===== src/shared/scvc_pkg.sv =====
`default_nettype none
package scvc_pkg;

    localparam logic [11:0] CAP_OFFSET = 12'h15c;
    localparam logic [11:0] CTRL_OFFSET = 12'h160;
    localparam logic [11:0] STAT_OFFSET = 12'h164;

    // Capability register field positions
    localparam int CAP_ARB_LSB = 0;
    localparam int CAP_ADV_SW_BIT = 14;
    localparam int CAP_SNOOP_BIT = 15;
    localparam int CAP_SLOTS_LSB = 16;
    localparam int CAP_TBL_OFS_LSB = 24;

    // Control register field positions
    localparam int CTRL_TC_LSB = 0;
    localparam int CTRL_LOAD_BIT = 16;
    localparam int CTRL_SEL_LSB = 17;
    localparam int CTRL_ID_LSB = 24;
    localparam int CTRL_EN_BIT = 31;

    localparam int STAT_TBL_BIT = 16;

    // Values after reset; all but TC_MAP_RESET depend on the strap
    localparam logic [7:0] ARB_CAP_STRAP = 8'h19;
    localparam logic [6:0] SLOTS_STRAP = 7'h7f;
    localparam logic [7:0] TBL_OFS_STRAP = 8'h08;
    localparam logic [2:0] CHAN_ID_STRAP = 3'h1;
    localparam logic [7:0] TC_MAP_RESET = 8'h00;

    // Port arbitration select encodings
    localparam logic [2:0] SEL_DEFAULT = 3'h0;
    localparam logic [2:0] SEL_WRR = 3'h3;
    localparam logic [2:0] SEL_TIME_WRR = 3'h4;

    localparam int ARB_ENTRIES = 128;

    typedef struct packed {
        logic enable;
        logic [2:0] channel_identifier;
        logic [2:0] arb_select;
        logic [7:0] traffic_class_channel_map;
    } scvc_ctrl_t;

    typedef struct packed {
        logic [7:0] table_offset;
        logic [6:0] max_slots;
        logic [7:0] arb_cap;
    } scvc_cap_t;

endpackage
`default_nettype wire


===== src/rtl/scvc_regs.sv =====
// Local design decision: register access over APB.
`timescale 1ns/1ns
`default_nettype none
module scvc_regs #(
    parameter int ENTRIES = scvc_pkg::ARB_ENTRIES
) (
    input wire logic core_clk_i,
    input wire logic rst_n_i,
    input wire logic psel_i,
    input wire logic penable_i,
    input wire logic pwrite_i,
    input wire logic [11:0] paddr_i,
    input wire logic [31:0] pwdata_i,
    output logic [31:0] prdata_o,
    output logic pready_o,
    output logic pslverr_o,
    input wire logic strap_two_chan_i,
    input wire logic tbl_entry_wr_i,
    input wire logic eeprom_load_i,
    input wire logic [6:0] eeprom_slots_i,
    input wire logic [7:0] eeprom_tc_map_i,
    output scvc_pkg::scvc_ctrl_t ctrl_o,
    output logic table_load_busy_o,
    output logic [$clog2(ENTRIES)-1:0] table_load_idx_o,
    output logic table_load_done_o
);
    logic init_ff;
    logic strap_ff;
    logic [6:0] slots_ff;
    scvc_pkg::scvc_ctrl_t ctrl_ff;
    logic tbl_stat_ff;
    logic [31:0] rdata_ff;
    logic load_start_ff;

    wire logic setup_w = psel_i && !penable_i;
    wire logic access_w = psel_i && penable_i;
    wire logic hit_cap_w = (paddr_i == scvc_pkg::CAP_OFFSET);
    wire logic hit_ctrl_w = (paddr_i == scvc_pkg::CTRL_OFFSET);
    wire logic hit_stat_w = (paddr_i == scvc_pkg::STAT_OFFSET);
    wire logic mapped_w = hit_cap_w || hit_ctrl_w || hit_stat_w;
    wire logic wr_ctrl_w = access_w && pwrite_i && hit_ctrl_w && init_ff;

    // Write-data decode
    wire logic [2:0] wr_sel_w = pwdata_i[scvc_pkg::CTRL_SEL_LSB +: 3];
    wire logic sel_ok_w = (wr_sel_w == scvc_pkg::SEL_DEFAULT) ||
        (wr_sel_w == scvc_pkg::SEL_WRR) ||
        (wr_sel_w == scvc_pkg::SEL_TIME_WRR);
    wire logic [2:0] nxt_sel = sel_ok_w ? wr_sel_w :
        scvc_pkg::SEL_DEFAULT;
    wire logic [7:0] nxt_tc_wr =
        {pwdata_i[scvc_pkg::CTRL_TC_LSB + 1 +: 7], 1'b0};
    wire logic [7:0] nxt_tc_ee = {eeprom_tc_map_i[7:1], 1'b0};
    wire logic load_req_w =
        wr_ctrl_w && pwdata_i[scvc_pkg::CTRL_LOAD_BIT];

    // Capability fields follow the strap caught after reset; max_slots is then replaced by each EEPROM load
    scvc_pkg::scvc_cap_t cap_w;
    wire logic [7:0] arb_cap_w = strap_ff ? scvc_pkg::ARB_CAP_STRAP :
        8'h00;
    wire logic [7:0] tbl_ofs_w = strap_ff ? scvc_pkg::TBL_OFS_STRAP :
        8'h00;
    assign cap_w = '{table_offset: tbl_ofs_w, max_slots: slots_ff,
        arb_cap: arb_cap_w};

    wire logic [31:0] cap_word_w =
        ({24'h000000, cap_w.arb_cap} << scvc_pkg::CAP_ARB_LSB) |
        ({25'h0000000, cap_w.max_slots} << scvc_pkg::CAP_SLOTS_LSB) |
        ({24'h000000, cap_w.table_offset} << scvc_pkg::CAP_TBL_OFS_LSB);
    // Bits 14, 15 and every reserved range stay zero

    wire logic [31:0] ctrl_word_w =
        ({24'h000000, ctrl_ff.traffic_class_channel_map}
            << scvc_pkg::CTRL_TC_LSB) |
        ({29'h00000000, ctrl_ff.arb_select} << scvc_pkg::CTRL_SEL_LSB) |
        ({29'h00000000, ctrl_ff.channel_identifier}
            << scvc_pkg::CTRL_ID_LSB) |
        ({31'h00000000, ctrl_ff.enable} << scvc_pkg::CTRL_EN_BIT);
    // Load bit is never stored, so it reads zero

    wire logic [31:0] stat_word_w =
        {31'h00000000, tbl_stat_ff} << scvc_pkg::STAT_TBL_BIT;

    wire logic [31:0] rd_mux_w = hit_cap_w ? cap_word_w :
        hit_ctrl_w ? ctrl_word_w :
        hit_stat_w ? stat_word_w : 32'h00000000;

    // Strap is sampled one edge after release, never under reset
    always_ff @(posedge core_clk_i or negedge rst_n_i) begin
        if (!rst_n_i) begin
            init_ff <= 1'b0;
            strap_ff <= 1'b0;
        end else if (!init_ff) begin
            init_ff <= 1'b1;
            strap_ff <= strap_two_chan_i;
        end
    end

    always_ff @(posedge core_clk_i or negedge rst_n_i) begin
        if (!rst_n_i) begin
            slots_ff <= 7'h00;
        end else if (!init_ff) begin
            slots_ff <= strap_two_chan_i ? scvc_pkg::SLOTS_STRAP :
                7'h00;
        end else if (eeprom_load_i) begin
            slots_ff <= eeprom_slots_i;
        end
    end

    always_ff @(posedge core_clk_i or negedge rst_n_i) begin
        if (!rst_n_i) begin
            ctrl_ff <= '0;
        end else if (!init_ff) begin
            ctrl_ff.channel_identifier <= strap_two_chan_i ?
                scvc_pkg::CHAN_ID_STRAP : 3'h0;
            ctrl_ff.traffic_class_channel_map <= scvc_pkg::TC_MAP_RESET;
        end else if (wr_ctrl_w) begin
            ctrl_ff.traffic_class_channel_map <= nxt_tc_wr;
            ctrl_ff.arb_select <= nxt_sel;
            ctrl_ff.channel_identifier <=
                pwdata_i[scvc_pkg::CTRL_ID_LSB +: 3];
            ctrl_ff.enable <= pwdata_i[scvc_pkg::CTRL_EN_BIT];
        end else if (eeprom_load_i) begin
            ctrl_ff.traffic_class_channel_map <= nxt_tc_ee;
        end
    end

    // Set beats clear: an entry write racing the load end keeps the flag
    always_ff @(posedge core_clk_i or negedge rst_n_i) begin
        if (!rst_n_i) begin
            tbl_stat_ff <= 1'b0;
        end else if (tbl_entry_wr_i) begin
            tbl_stat_ff <= 1'b1;
        end else if (table_load_done_o) begin
            tbl_stat_ff <= 1'b0;
        end
    end

    always_ff @(posedge core_clk_i or negedge rst_n_i) begin
        if (!rst_n_i) begin
            load_start_ff <= 1'b0;
        end else begin
            load_start_ff <= load_req_w;
        end
    end

    // Read data is latched in setup so it comes from a flop with no wait
    always_ff @(posedge core_clk_i or negedge rst_n_i) begin
        if (!rst_n_i) begin
            rdata_ff <= 32'h00000000;
        end else if (setup_w && !pwrite_i) begin
            rdata_ff <= rd_mux_w;
        end
    end

    scvc_load_seq #(
        .ENTRIES(ENTRIES)
    ) u_load_seq (
        .core_clk_i(core_clk_i),
        .rst_n_i(rst_n_i),
        .start_i(load_start_ff),
        .busy_o(table_load_busy_o),
        .idx_o(table_load_idx_o),
        .done_o(table_load_done_o)
    );

    assign prdata_o = rdata_ff;
    assign pready_o = 1'b1;
    assign pslverr_o = access_w && !mapped_w;
    assign ctrl_o = ctrl_ff;

    chk_cap_arb_field: assert property (@(posedge core_clk_i)
        disable iff (!rst_n_i) init_ff && setup_w && !pwrite_i && hit_cap_w
        |=> prdata_o[7:0] == (strap_ff ? 8'h19 : 8'h00))
        else $error("arbitration capability value wrong");

    chk_strap_capture: assert property (@(posedge core_clk_i)
        disable iff (!rst_n_i) $rose(init_ff) |->
        strap_ff == $past(strap_two_chan_i))
        else $error("strap not captured after reset");

    chk_cap_slots: assert property (@(posedge core_clk_i)
        disable iff (!rst_n_i) $rose(init_ff) && !eeprom_load_i |=>
        cap_word_w[22:16] == (strap_ff ? 7'h7f : 7'h00))
        else $error("time slot reset value wrong");

    chk_slots_autoload: assert property (@(posedge core_clk_i)
        disable iff (!rst_n_i) init_ff && eeprom_load_i |=>
        cap_word_w[22:16] == $past(eeprom_slots_i))
        else $error("time slot autoload not taken");

    chk_cap_offset: assert property (@(posedge core_clk_i)
        disable iff (!rst_n_i) init_ff && setup_w && !pwrite_i && hit_cap_w
        |=> prdata_o[31:24] == (strap_ff ? 8'h08 : 8'h00))
        else $error("table offset value wrong");

    chk_cap_read_only: assert property (@(posedge core_clk_i)
        disable iff (!rst_n_i)
        init_ff && access_w && pwrite_i && hit_cap_w && !eeprom_load_i |=>
        $stable(cap_word_w))
        else $error("capability changed by a write");

    chk_cap_zero_bits: assert property (@(posedge core_clk_i)
        disable iff (!rst_n_i)
        cap_word_w[15:8] == 8'h00 && cap_word_w[23] == 1'b0)
        else $error("capability reserved or fixed bit set");

    chk_cap_rsvd_read: assert property (@(posedge core_clk_i)
        disable iff (!rst_n_i) setup_w && !pwrite_i && hit_cap_w |=>
        prdata_o[15:8] == 8'h00 && prdata_o[23] == 1'b0)
        else $error("capability read shows reserved bit");

    chk_tc_map_write: assert property (@(posedge core_clk_i)
        disable iff (!rst_n_i) wr_ctrl_w |=>
        ctrl_o.traffic_class_channel_map ==
        {$past(pwdata_i[7:1]), 1'b0})
        else $error("traffic class map not written");

    chk_tc_autoload: assert property (@(posedge core_clk_i)
        disable iff (!rst_n_i) init_ff && eeprom_load_i && !wr_ctrl_w |=>
        ctrl_o.traffic_class_channel_map ==
        {$past(eeprom_tc_map_i[7:1]), 1'b0})
        else $error("class map autoload not taken");

    chk_tc_bit_zero: assert property (@(posedge core_clk_i)
        disable iff (!rst_n_i)
        ctrl_o.traffic_class_channel_map[0] == 1'b0)
        else $error("class zero mapped on this channel");

    chk_load_start: assert property (@(posedge core_clk_i)
        disable iff (!rst_n_i) load_req_w && !table_load_busy_o |=>
        ##1 table_load_busy_o)
        else $error("table load did not start");

    chk_load_idx_start: assert property (@(posedge core_clk_i)
        disable iff (!rst_n_i) $rose(table_load_busy_o) |->
        table_load_idx_o == '0)
        else $error("table load index does not start at zero");

    // Counts busy cycles of a load; only the length check reads it
    logic [$clog2(ENTRIES):0] busy_len_ff;

    always_ff @(posedge core_clk_i or negedge rst_n_i) begin
        if (!rst_n_i) begin
            busy_len_ff <= '0;
        end else if (table_load_busy_o) begin
            busy_len_ff <= busy_len_ff + 1'b1;
        end else begin
            busy_len_ff <= '0;
        end
    end

    chk_load_length: assert property (@(posedge core_clk_i)
        disable iff (!rst_n_i) $fell(table_load_busy_o) |->
        table_load_done_o &&
        int'(busy_len_ff) == ENTRIES)
        else $error("table load length wrong");

    chk_ctrl_rsvd_read: assert property (@(posedge core_clk_i)
        disable iff (!rst_n_i) setup_w && !pwrite_i && hit_ctrl_w |=>
        prdata_o[16] == 1'b0 && prdata_o[15:8] == 8'h00 &&
        prdata_o[23:20] == 4'h0 && prdata_o[30:27] == 4'h0)
        else $error("control read shows load or reserved bit");

    chk_sel_legal: assert property (@(posedge core_clk_i)
        disable iff (!rst_n_i) wr_ctrl_w && !sel_ok_w |=>
        ctrl_o.arb_select == 3'h0)
        else $error("illegal select value kept");

    chk_sel_kept: assert property (@(posedge core_clk_i)
        disable iff (!rst_n_i) wr_ctrl_w && sel_ok_w |=>
        ctrl_o.arb_select == $past(wr_sel_w))
        else $error("legal select value not stored");

    chk_chan_id_init: assert property (@(posedge core_clk_i)
        disable iff (!rst_n_i) $rose(init_ff) |->
        ctrl_o.channel_identifier == (strap_ff ? 3'h1 : 3'h0) &&
        !ctrl_o.enable)
        else $error("channel identifier or enable reset wrong");

    chk_id_write: assert property (@(posedge core_clk_i)
        disable iff (!rst_n_i) wr_ctrl_w |=>
        ctrl_o.channel_identifier == $past(pwdata_i[26:24]))
        else $error("channel identifier not written");

    chk_enable_write: assert property (@(posedge core_clk_i)
        disable iff (!rst_n_i) wr_ctrl_w |=>
        ctrl_o.enable == $past(pwdata_i[31]))
        else $error("enable bit not written");

    chk_ctrl_hold: assert property (@(posedge core_clk_i)
        disable iff (!rst_n_i) init_ff && !wr_ctrl_w && !eeprom_load_i |=>
        $stable(ctrl_o))
        else $error("control changed without a write");

    chk_tbl_status: assert property (@(posedge core_clk_i)
        disable iff (!rst_n_i)
        (tbl_entry_wr_i |=> tbl_stat_ff) and
        (table_load_done_o && !tbl_entry_wr_i |=> !tbl_stat_ff))
        else $error("table status flag wrong");

endmodule
`default_nettype wire


===== src/rtl/scvc_load_seq.sv =====
`timescale 1ns/1ns
`default_nettype none
module scvc_load_seq #(
    parameter int ENTRIES = scvc_pkg::ARB_ENTRIES
) (
    input wire logic core_clk_i,
    input wire logic rst_n_i,
    input wire logic start_i,
    output logic busy_o,
    output logic [$clog2(ENTRIES)-1:0] idx_o,
    output logic done_o
);
    typedef enum logic {SCVC_IDLE, SCVC_LOAD} scvc_seq_t;

    localparam logic [$clog2(ENTRIES)-1:0] LAST_IDX =
        ($clog2(ENTRIES))'(ENTRIES - 1);

    scvc_seq_t state_ff;
    scvc_seq_t nxt_state;
    logic [$clog2(ENTRIES)-1:0] idx_ff;
    logic done_ff;
    wire logic last_w = (idx_ff == LAST_IDX);

    // A request during a load is absorbed; the load already uses new table
    always_comb begin
        nxt_state = state_ff;
        case (state_ff)
            SCVC_IDLE: begin
                if (start_i) begin
                    nxt_state = SCVC_LOAD;
                end
            end
            SCVC_LOAD: begin
                if (last_w) begin
                    nxt_state = SCVC_IDLE;
                end
            end
            default: nxt_state = SCVC_IDLE;
        endcase
    end

    always_ff @(posedge core_clk_i or negedge rst_n_i) begin
        if (!rst_n_i) begin
            state_ff <= SCVC_IDLE;
            idx_ff <= '0;
            done_ff <= 1'b0;
        end else begin
            state_ff <= nxt_state;
            idx_ff <= (state_ff == SCVC_LOAD) ? idx_ff + 1'b1 : '0;
            done_ff <= (state_ff == SCVC_LOAD) && last_w;
        end
    end

    assign busy_o = (state_ff == SCVC_LOAD);
    assign idx_o = idx_ff;
    assign done_o = done_ff;
endmodule
`default_nettype wire


===== config.mk =====
export PLATFORM = sky130hd
export DESIGN_NAME = scvc_regs
export DESIGN_NICKNAME = d
export VERILOG_FILES = /design/src/shared/scvc_pkg.sv /design/src/rtl/scvc_regs.sv /design/src/rtl/scvc_load_seq.sv
export SDC_FILE = /design/constraint.sdc
export NUM_CORES = 1
export LEC_CHECK = 0
export ABC_AREA = 1
export BUFFER_PORTS_ARGS = -buffer_cell sky130_fd_sc_hd__buf_2
export CAP_MARGIN = 20
export CORE_ASPECT_RATIO = 1.2
export CORE_MARGIN = 8
export CORE_UTILIZATION = 45
export DETAILED_ROUTE_END_ITERATION = 7
export HOLD_SLACK_MARGIN = 0.08
export PLACE_DENSITY = 0.79
export SETUP_SLACK_MARGIN = 0.02
export SLEW_MARGIN = 20
export SYNTH_ARGS = -nofsm -noshare
export SYNTH_HDL_FRONTEND = slang
export SYNTH_SLANG_ARGS = --single-unit

===== constraint.sdc =====
create_clock -name core_clk_i -period 1.7 [get_ports core_clk_i]
set_input_delay 0.085 -clock core_clk_i [delete_from_list [all_inputs] [get_ports core_clk_i]]
set_output_delay 0.085 -clock core_clk_i [all_outputs]
set_load 0.01 [all_outputs]

; Yosys cells after proc, flatten, opt, wreduce, memory -nomap -nowiden
; Cells that the tools add are included.
; W data, S select, Z words.
[totals]
reg_bits = 67
in_bits = 67
output_inout_bits = 58
word_cells = 69
[classes]
add_sub_neg = 1
n_eq_ne = 9
n_mux = 21
n_bitwise = 6
reduce_logical = 19
[ops]
columns = cell, count
row1 = $mux W32, 2
row2 = $eq A12 B9 Y1 const B, 3
row3 = $or A27 B32 Y32, 1
row4 = $mux W7, 4
row5 = $or A23 B28 Y28, 1
row6 = $or A20 B27 Y27, 1
row7 = $mux W8, 3
row8 = $or A5 B23 Y23, 1
row9 = $or A8 B20 Y20, 1
row10 = $mux W17, 1
row11 = $logic_and A1 B1 Y1, 9
row12 = $add A7 B1 Y7 const B, 1
row13 = $eq A7 B7 Y1 const B, 1
row14 = $mux W3, 2
row15 = $mux W6, 1
row16 = $mux W1, 5
row17 = $mux W5, 1
row18 = $logic_or A1 B1 Y1, 4
row19 = $mux W4, 1
row20 = $eq A3 B2 Y1 const B, 1
row21 = $eq A3 B3 Y1 const B, 1
row22 = $logic_not A1 Y1, 3
row23 = $logic_not A3 Y1, 1
row24 = $ne A3 B2 Y1 const B, 1
row25 = 6 further kinds, 6

; Depth between registers and ports, before layout
; Gate-level depths: netlist (run 1).
[depth]
ltp_word = 6
mapped_depth = 10
ltp_nobuf = 10

; Modules after synthesis
; A second synthesis (run 1) with hierarchy kept.
[unflattened]
cells_unflattened = 327
hier_area_um2 = 2668.8
[modules_own_cells]
columns = mod, n_inst, cells_each, area_per_inst_um2
row1 = scvc_regs, 1, 280, 2263.4
row2 = scvc_load_seq, 1, 47, 405.4

; Least setup slack after synthesis (run 1)
; Ideal clock, no wire load.
[synth_path]
path_kind = register to register
startpoint = reg u_load_seq.idx_ff[0], in the netlist u_load_seq.idx_o[0]
endpoint = reg u_load_seq.state_ff, in the netlist u_load_seq.busy_o
setup_time_ps = 118
arrival_time_ps = 1079
path_slack_ps = 502
stages_incl_launch_ff = 9
path_buffers = 0
period_less_slack_ps = 1198
cell_sequence = dfrtp_1 -> ha_1 -> nand2_1 -> inv_1 -> nand2_1 -> nor2_1 -> nand3_1 -> nand2_1 -> nand2_1
[synth_between]
elab_chain_cells = 3
[synth_lines]
columns = element, line_no
row1 = start: declaration, scvc_load_seq.sv:20  ; logic [$clog2(ENTRIES)-1:0] idx_ff;
row2 = start signal: assignment, scvc_load_seq.sv:49  ; idx_ff <= (state_ff == SCVC_LOAD) ? idx_ff + 1'b1 : '0;
row3 = $eq A7 B7 Y1, scvc_load_seq.sv:22  ; wire logic last_w = (idx_ff == LAST_IDX);
row4 = $mux W1, scvc_load_seq.sv:34  ; if (last_w) begin
row5 = $pmux W1 S2, scvc_load_seq.sv:27  ; case (state_ff)
row6 = named net u_load_seq.nxt_state, scvc_load_seq.sv:19  ; scvc_seq_t nxt_state;
row7 = end signal: assignment, scvc_load_seq.sv:48  ; state_ff <= nxt_state;
row8 = end: declaration, scvc_load_seq.sv:18  ; scvc_seq_t state_ff;
; The timed path passes the listed nets, and every way through them passes these cells.
; A chain may end at the register's enable or synchronous reset.

; Worst setup path in the final report (run 1)
[layout_path]
startpoint = in pwdata_i[17]
endpoint = reg ctrl_ff, in the netlist ctrl_o[10]
[layout_between]
elab_chain_cells = 4
word_cells_on_any_way = 6
[layout_lines]
columns = element, line_no
row1 = start: declaration, scvc_regs.sv:13  ; input wire logic [31:0] pwdata_i,
row2 = $eq A3 B2 Y1 or $logic_not A3 Y1 (tied branches), "scvc_regs.sv:46, scvc_regs.sv:45"
row3 = $logic_or A1 B1 Y1, scvc_regs.sv:45  ; wire logic sel_ok_w = (wr_sel_w == scvc_pkg::SEL_DEFAULT) ||
row4 = $logic_or A1 B1 Y1 *, scvc_regs.sv:46  ; (wr_sel_w == scvc_pkg::SEL_WRR) ||
row5 = $mux W3 *, scvc_regs.sv:48  ; wire logic [2:0] nxt_sel = sel_ok_w ? wr_sel_w :
row6 = end: declaration, scvc_regs.sv:30  ; scvc_pkg::scvc_ctrl_t ctrl_ff;
; Every way passes the cells marked *; elsewhere a longest branch is shown, timed or not.

==> results of run 1 <==
==> cells by family after synthesis <==
kind of cell / after synthesis
fa+ha+maj: 1
simple gates: 156
buf+inv: 62
flops: 53
compound gates: 39
other cells: 2
==> power breakdown <==
part | total (W) | internal (W) | switching (W)
combinational | 0.000365 | 0.000157 | 0.000208
sequential | 0.00134 | 0.00131 | 0.0000321
clock | 0.000895 | 0.000479 | 0.000416
total | 0.00260 | 0.00194 | 0.000655
==> flip-flops by register name, indices dropped and copies added, names as in the netlist <==
register           count
prdata_o              19
ctrl_o                14
slots_ff               7
u_load_seq.idx_o       7
init_ff                1
load_start_ff          1
strap_ff               1
tbl_stat_ff            1
u_load_seq.busy_o      1
u_load_seq.done_o      1
==> cell type report <==
type                       instances  area share, %
clock buffer                       6           2.30
sequential                        53           37.0
timing repair buffer             119           20.4
tap                               82           2.86
inverter                          40           4.18
multi-input combinational        211           32.3
clock inverter                     2           1.05
==> path summary, 6_finish.rpt <==
| kind | from | end | slack [ns] |
|---|---|---|---|
| worst max register to register | u_load_seq.idx_o[0]$_DFF_PN0_ | u_load_seq.busy_o$_DFF_PN0_ | 0.43 |
| worst min-delay path | pwdata_i[24] | ctrl_o[11]$_DFFE_PN0P_ | 0.11 |
| min in group asynchronous | rst_n_i | prdata_o[5]$_DFFE_PN0P_ | 0.27 |
| max in group asynchronous | rst_n_i | slots_ff[0]$_DFFE_PN0P_ | 0.87 |
| worst max-delay path | pwdata_i[17] | ctrl_o[10]$_DFFE_PN0P_ | 0.40 |
| worst min register to register | u_load_seq.done_o$_DFF_PN0_ | tbl_stat_ff$_DFFE_PN0P_ | 0.45 |
==> layer usage <==
metal / vias up / part of all wire (%) / global-route usage (%)
li1: 1202 / - / -
met4: 0 / 2.8 / 8.36
met3: 14 / 5.8 / 3.98
met2: 71 / 53 / 31.4
met1: 1145 / 38 / 18.8
met5: - / 0 / 0
==> tightest hold or removal path: stages <==
cell     delay [ns]
buf_2          0.07
nand2_1        0.05
nand3_1        0.09
nand2_1        0.05
inv_1          0.04
==> timing repair <==
item,CTS,global route
endpoints found under the hold margin,39,0
hold buffers,22,0
endpoints found under the setup margin,0,0
buffers inserted,0,0
==> through the flow <==
stage	setup slack (ns)	total power, W
2_1_floorplan	0.502	0.00156
3_3_place_gp	0.420	0.00168
3_5_place_dp	0.430	0.00169
4_1_cts	0.423	0.00262
5_1_grt	0.311	0.00272
6_report	0.398	0.00260
==> cells in the final DEF, fill, tap and decap left out, drive strengths merged, types with 2 or more instances in the layout <==
master | Yosys | final
conb | 2 | 15
clkbuf | 3 | 6
nor3 | 4 | 4
dfrtp | 53 | 53
nand2 | 75 | 75
a21oi | 17 | 17
dlygate4sd3 | 0 | 22
inv | 40 | 40
o21ai | 18 | 18
nor3b | 2 | 2
buf | 19 | 97
nand3 | 31 | 31
nor2 | 32 | 32
nand4 | 10 | 10
==> impl_metrics.csv, run 1 <==
group,metric,value,unit
final_layout,multi_input_area,1160,um^2
grt,gr-total-overflow,0,
logic_synthesis,yosys_warnings,0,
timing,skew,0.0104,ns
logic_synthesis,synth_simple_gate_area_share,30.5,%
worst_setup_path,cp_num_cells,6,
min_path,hold_depth,5,
placed_design,dp.cells,483,
worst_setup_path,crit_buf_inv,4,
floorplan,fp.dieH,101,um
worst_setup_path,cpPeakStageDelay,0.56,ns
logic_synthesis,synth.most_common_cell,"nand2_1",
floorplan,pin_count,125,
worst_setup_path,cp_max_fo,2,
logic_synthesis,synth_top_family_by_area,"simple AND/OR/NAND/NOR gates",
final_layout,final_core_util,60.1,%
timing,period_share,76.6,%
logic_synthesis,synth_compound_gate_area_share,9.33,%
logic_synthesis,async_flop_share,100,%
timing,setup_viol,0,
placed_design,gp_congestion,0.772,
floorplan,initial_core_util,45.8,%
final_layout,fin_nets,498,
timing,rsz0062_at_grt,"no",
clocking,clock_latency,0.31,ns
final_layout,seq_area,1330,um^2
route,drc,0,
timing,min_period,1.30,ns
final_layout,stdcell_area,3590,um^2
route,dr.pass1.iters,4,
worst_setup_path,critPathRequiredTime,1.94,ns
worst_setup_path,crit_slowest_cell,"dlygate4sd3_1",
power_and_ir_drop,leakage,1.98,nW
power_and_ir_drop,power_density,725,nW/um^2
floorplan,num_rows,31,
grt,antenna_found_initial,0,
grt,grt_pass1_vias,2598,
logic_synthesis,ys_ff_latch,53,
logic_synthesis,ys_seq_area_share,48.5,%
logic_synthesis,synth_common_cells,"68 x nand2_1, 53 x dfrtp_1, 36 x inv_1",
final_layout,n_fill_cell,546,
final_layout,syn_to_final_growth,31.1,%
logic_synthesis,synthTopCellsByArea,"dfrtp_1 48%, nand2_1 9.3%, nand3_1 5.1%",
route,drt_iter0_markers,91,
timing,slew_headroom,66.5,%
clocking,cts_made_buffers,5,
clocking,cts.sinks,53,
logic_synthesis,synth_fa_ha_area_share,0.457,%
min_path,hp-class,"input pin to register",
logic_synthesis,synth_top_area_share,48.5,%
timing,final-hold-violation-count,0,
logic_synthesis,synthMuxAreaShare,0,%
final_layout,stdcell_count,513,
worst_setup_path,reg2reg_depth,8,
logic_synthesis,synth_flop_cell,"dfrtp_1",
logic_synthesis,netlist_instances,313,
final_layout,antenna_cells,0,
floorplan,die-area,8840,um^2
clocking,clkSlewWorstSetupHoldPaths,0.10,ns
worst_setup_path,crit_chain,"dlygate4sd3_1 > buf_2 > inv_1 > nand3_1 > dlygate4sd3_1 > o21ai_1",
worst_setup_path,crit_family,"buffers and inverters",
route,wl_per_cell,14.0,um
logic_synthesis,synth.distinct_cells,34,
worst_setup_path,start_kind,"input pin",
route,detail_route.wirelength,7200,um
floorplan,die_x,87.2,um
timing,fmax,768,MHz
grt,grt_pass1_wl,12100,um
clocking,cts_max_level,2,
run,drv_cap,0,
worst_setup_path,path_class,"input pin to register",
timing,tns,0,ns
placed_design,dpl_cell_area,3250,um^2
worst_setup_path,worstSetupEndpointType,"register",
grt,grtUsageTotal,17.5,%
route,viasPerCell,4.74,
clocking,root_buffer,"clkbuf_8",
logic_synthesis,synth.avg_cell_area,8.74,um^2
timing,tightest_slew,0.502,ns
grt,grt_max_degree,35,
final_layout,drive_above_1_share,33.6,%
timing,hold_slack,0.111,ns
clocking,cts_resized,0,
placed_design,portBuffers,92,
clocking,cts_max_path_buffers,2,
worst_setup_path,cp_common_cell,"dlygate4sd3_1",
clocking,tritoncts,"done",
logic_synthesis,synth_edf_count,0,
placed_design,dpl.hpwl,5490,um
logic_synthesis,synth_area_leader_cell,"dfrtp_1",
route,via_count,2432,
floorplan,coreArea,5970,um^2
outcome,status,"completed",
worst_setup_path,worstPathArrival,1.55,ns
route,ant_nets,0,
power_and_ir_drop,irDropWorstVdd,506,uV
logic_synthesis,synthesis.area,2740,um^2
logic_synthesis,synth_xor_area_share,0,%
timing,slew_violations,0,
Power figures use the tool's default switching activity.
==> run 2, diff against run 1 <==
- clock period: 1.7 -> 1.35 ns (I/O delays scaled with it)
==> run 2 against run 1 <==
First-iteration DRC count down 29%. Worst hold slack worse by 0.0031 ns. Die area unchanged. Wire length up 2.1%.
==> impl_metrics.csv, run 2 (synthesized netlist as in run 1, its figures left out) <==
group,metric,value,unit
route,via_count,2463,
clocking,tritoncts,"done",
worst_setup_path,start_kind,"input pin",
final_layout,n_fill_cell,550,
clocking,cts_max_level,2,
grt,grtUsageTotal,17.0,%
final_layout,fin_nets,500,
route,dr.pass1.iters,4,
grt,antenna_found_initial,1,
worst_setup_path,worstSetupEndpointType,"register",
timing,skew,0.0139,ns
timing,fmax,806,MHz
power_and_ir_drop,power_density,856,nW/um^2
worst_setup_path,critPathRequiredTime,1.59,ns
floorplan,die-area,8840,um^2
clocking,cts_max_path_buffers,2,
floorplan,initial_core_util,45.8,%
route,drc,0,
final_layout,final_common_cell,"buf_2",
floorplan,pin_count,125,
placed_design,dpl.hpwl,5380,um
timing,rsz0062_at_grt,"no",
floorplan,die_x,87.2,um
timing,fin_ws,0.109,ns
route,wl_per_cell,14.2,um
power_and_ir_drop,irDropWorstVdd,620,uV
grt,grt_pass1_wl,11900,um
route,detail_route.wirelength,7350,um
timing,tns,0,ns
worst_setup_path,cp_max_fo,2,
worst_setup_path,worstPathArrival,1.49,ns
min_path,hp-class,"input pin to register",
grt,grt_max_degree,54,
timing,hold_slack,0.107,ns
final_layout,final_cell_mix,"92 x buf_2, 67 x nand2_1, 53 x dfrtp_1",
clocking,cts_made_buffers,5,
power_and_ir_drop,leakage,1.98,nW
timing,setup_viol,0,
placed_design,pre_cts_ws,0.0755,ns
run,drv_cap,0,
clocking,clkSlewWorstSetupHoldPaths,0.11,ns
route,drt_iter0_markers,65,
final_layout,drive_above_1_share,34.6,%
timing,period_share,91.9,%
final_layout,syn_to_final_growth,31.1,%
timing,min_period,1.24,ns
final_layout,multi_input_area,1170,um^2
timing,slew_violations,0,
floorplan,num_rows,31,
grt,gr-total-overflow,0,
timing,final-hold-violation-count,0,
floorplan,coreArea,5970,um^2
placed_design,portBuffers,92,
clocking,clock_latency,0.31,ns
final_layout,seq_area,1330,um^2
outcome,status,"completed",
grt,grt_pass1_vias,2547,
clocking,cts.sinks,53,
clocking,root_buffer,"clkbuf_8",
worst_setup_path,path_class,"input pin to register",
floorplan,fp.dieH,101,um
route,viasPerCell,4.77,
route,ant_nets,0,
final_layout,largest_reg_flops,19,
placed_design,gp_congestion,0.789,
==> run 2: metal layers <==
layer  vias up  GRT usage, %  part of all wire [%]  wire [um]
met3        21          3.90                   6.0        441
met1      1149          17.9                    38       2760
met5         -             0                     0          0
met4         0          7.82                   3.4        250
li1       1213             -                     -          -
met2        80          31.3                    53       3900
==> run 2: path summary, 6_finish.rpt <==
path / startpoint / end / slack, ns / cells after the start
min in group asynchronous: rst_n_i / prdata_o[5]$_DFFE_PN0P_ / 0.27 / 3
max in group asynchronous: rst_n_i / prdata_o[20]$_DFFE_PN0P_ / 0.82 / 3
worst min register to register: u_load_seq.done_o$_DFF_PN0_ / tbl_stat_ff$_DFFE_PN0P_ / 0.46 / 1
worst max-delay path: pwdata_i[17] / ctrl_o[10]$_DFFE_PN0P_ / 0.11 / 6
worst max register to register: u_load_seq.idx_o[0]$_DFF_PN0_ / u_load_seq.busy_o$_DFF_PN0_ / 0.13 / 8
worst min-delay path: pwdata_i[19] / ctrl_o[8]$_DFFE_PN0P_ / 0.11 / 4
==> run 2: per-stage QoR <==
| step | instance area, um^2 | power (W) | utilization, % | instances |
|---|---|---|---|---|
| 2_1_floorplan | 2790 | 0.00196 | - | 326 |
| 3_3_place_gp | 3260 | 0.00212 | 54.5 | 484 |
| 3_5_place_dp | 3260 | 0.00213 | 54.5 | 484 |
| 4_1_cts | 3570 | 0.00310 | 59.8 | 514 |
| 5_1_grt | 3590 | 0.00323 | 60.1 | 516 |
| 6_report | 3590 | 0.00307 | 60.1 | 516 |
==> run 2: final cells by class <==
class / instances / share of cell area (%)
Sequential cell: 53 / 37.0
Multi-Input combinational cell: 211 / 32.5
Timing Repair Buffer: 121 / 20.8
Inverter: 40 / 4.19
Tap cell: 82 / 2.86
Clock buffer: 5 / 1.92
Clock inverter: 3 / 0.698
Antenna cell: 1 / 0.0698
==> run 2: worst max-delay path, stage by stage <==
cell	delay, ns
dlygate4sd3_1	0.54
buf_2	0.12
inv_1	0.06
nand3_1	0.05
dlygate4sd3_1	0.55
o21ai_1	0.11
==> run 2: repair_timing <==
action,CTS,global route
setup buffers,0,1
endpoints found under the setup margin,0,3
hold buffers,22,0
endpoints found under the hold margin,73,0
resized for setup,0,3
==> run 2: power breakdown <==
group	switching [W]	leakage, nW	internal (W)
sequential	0.0000406	0.682	0.00165
clock	0.000545	0.0448	0.000375
combinational	0.000263	1.25	0.000200
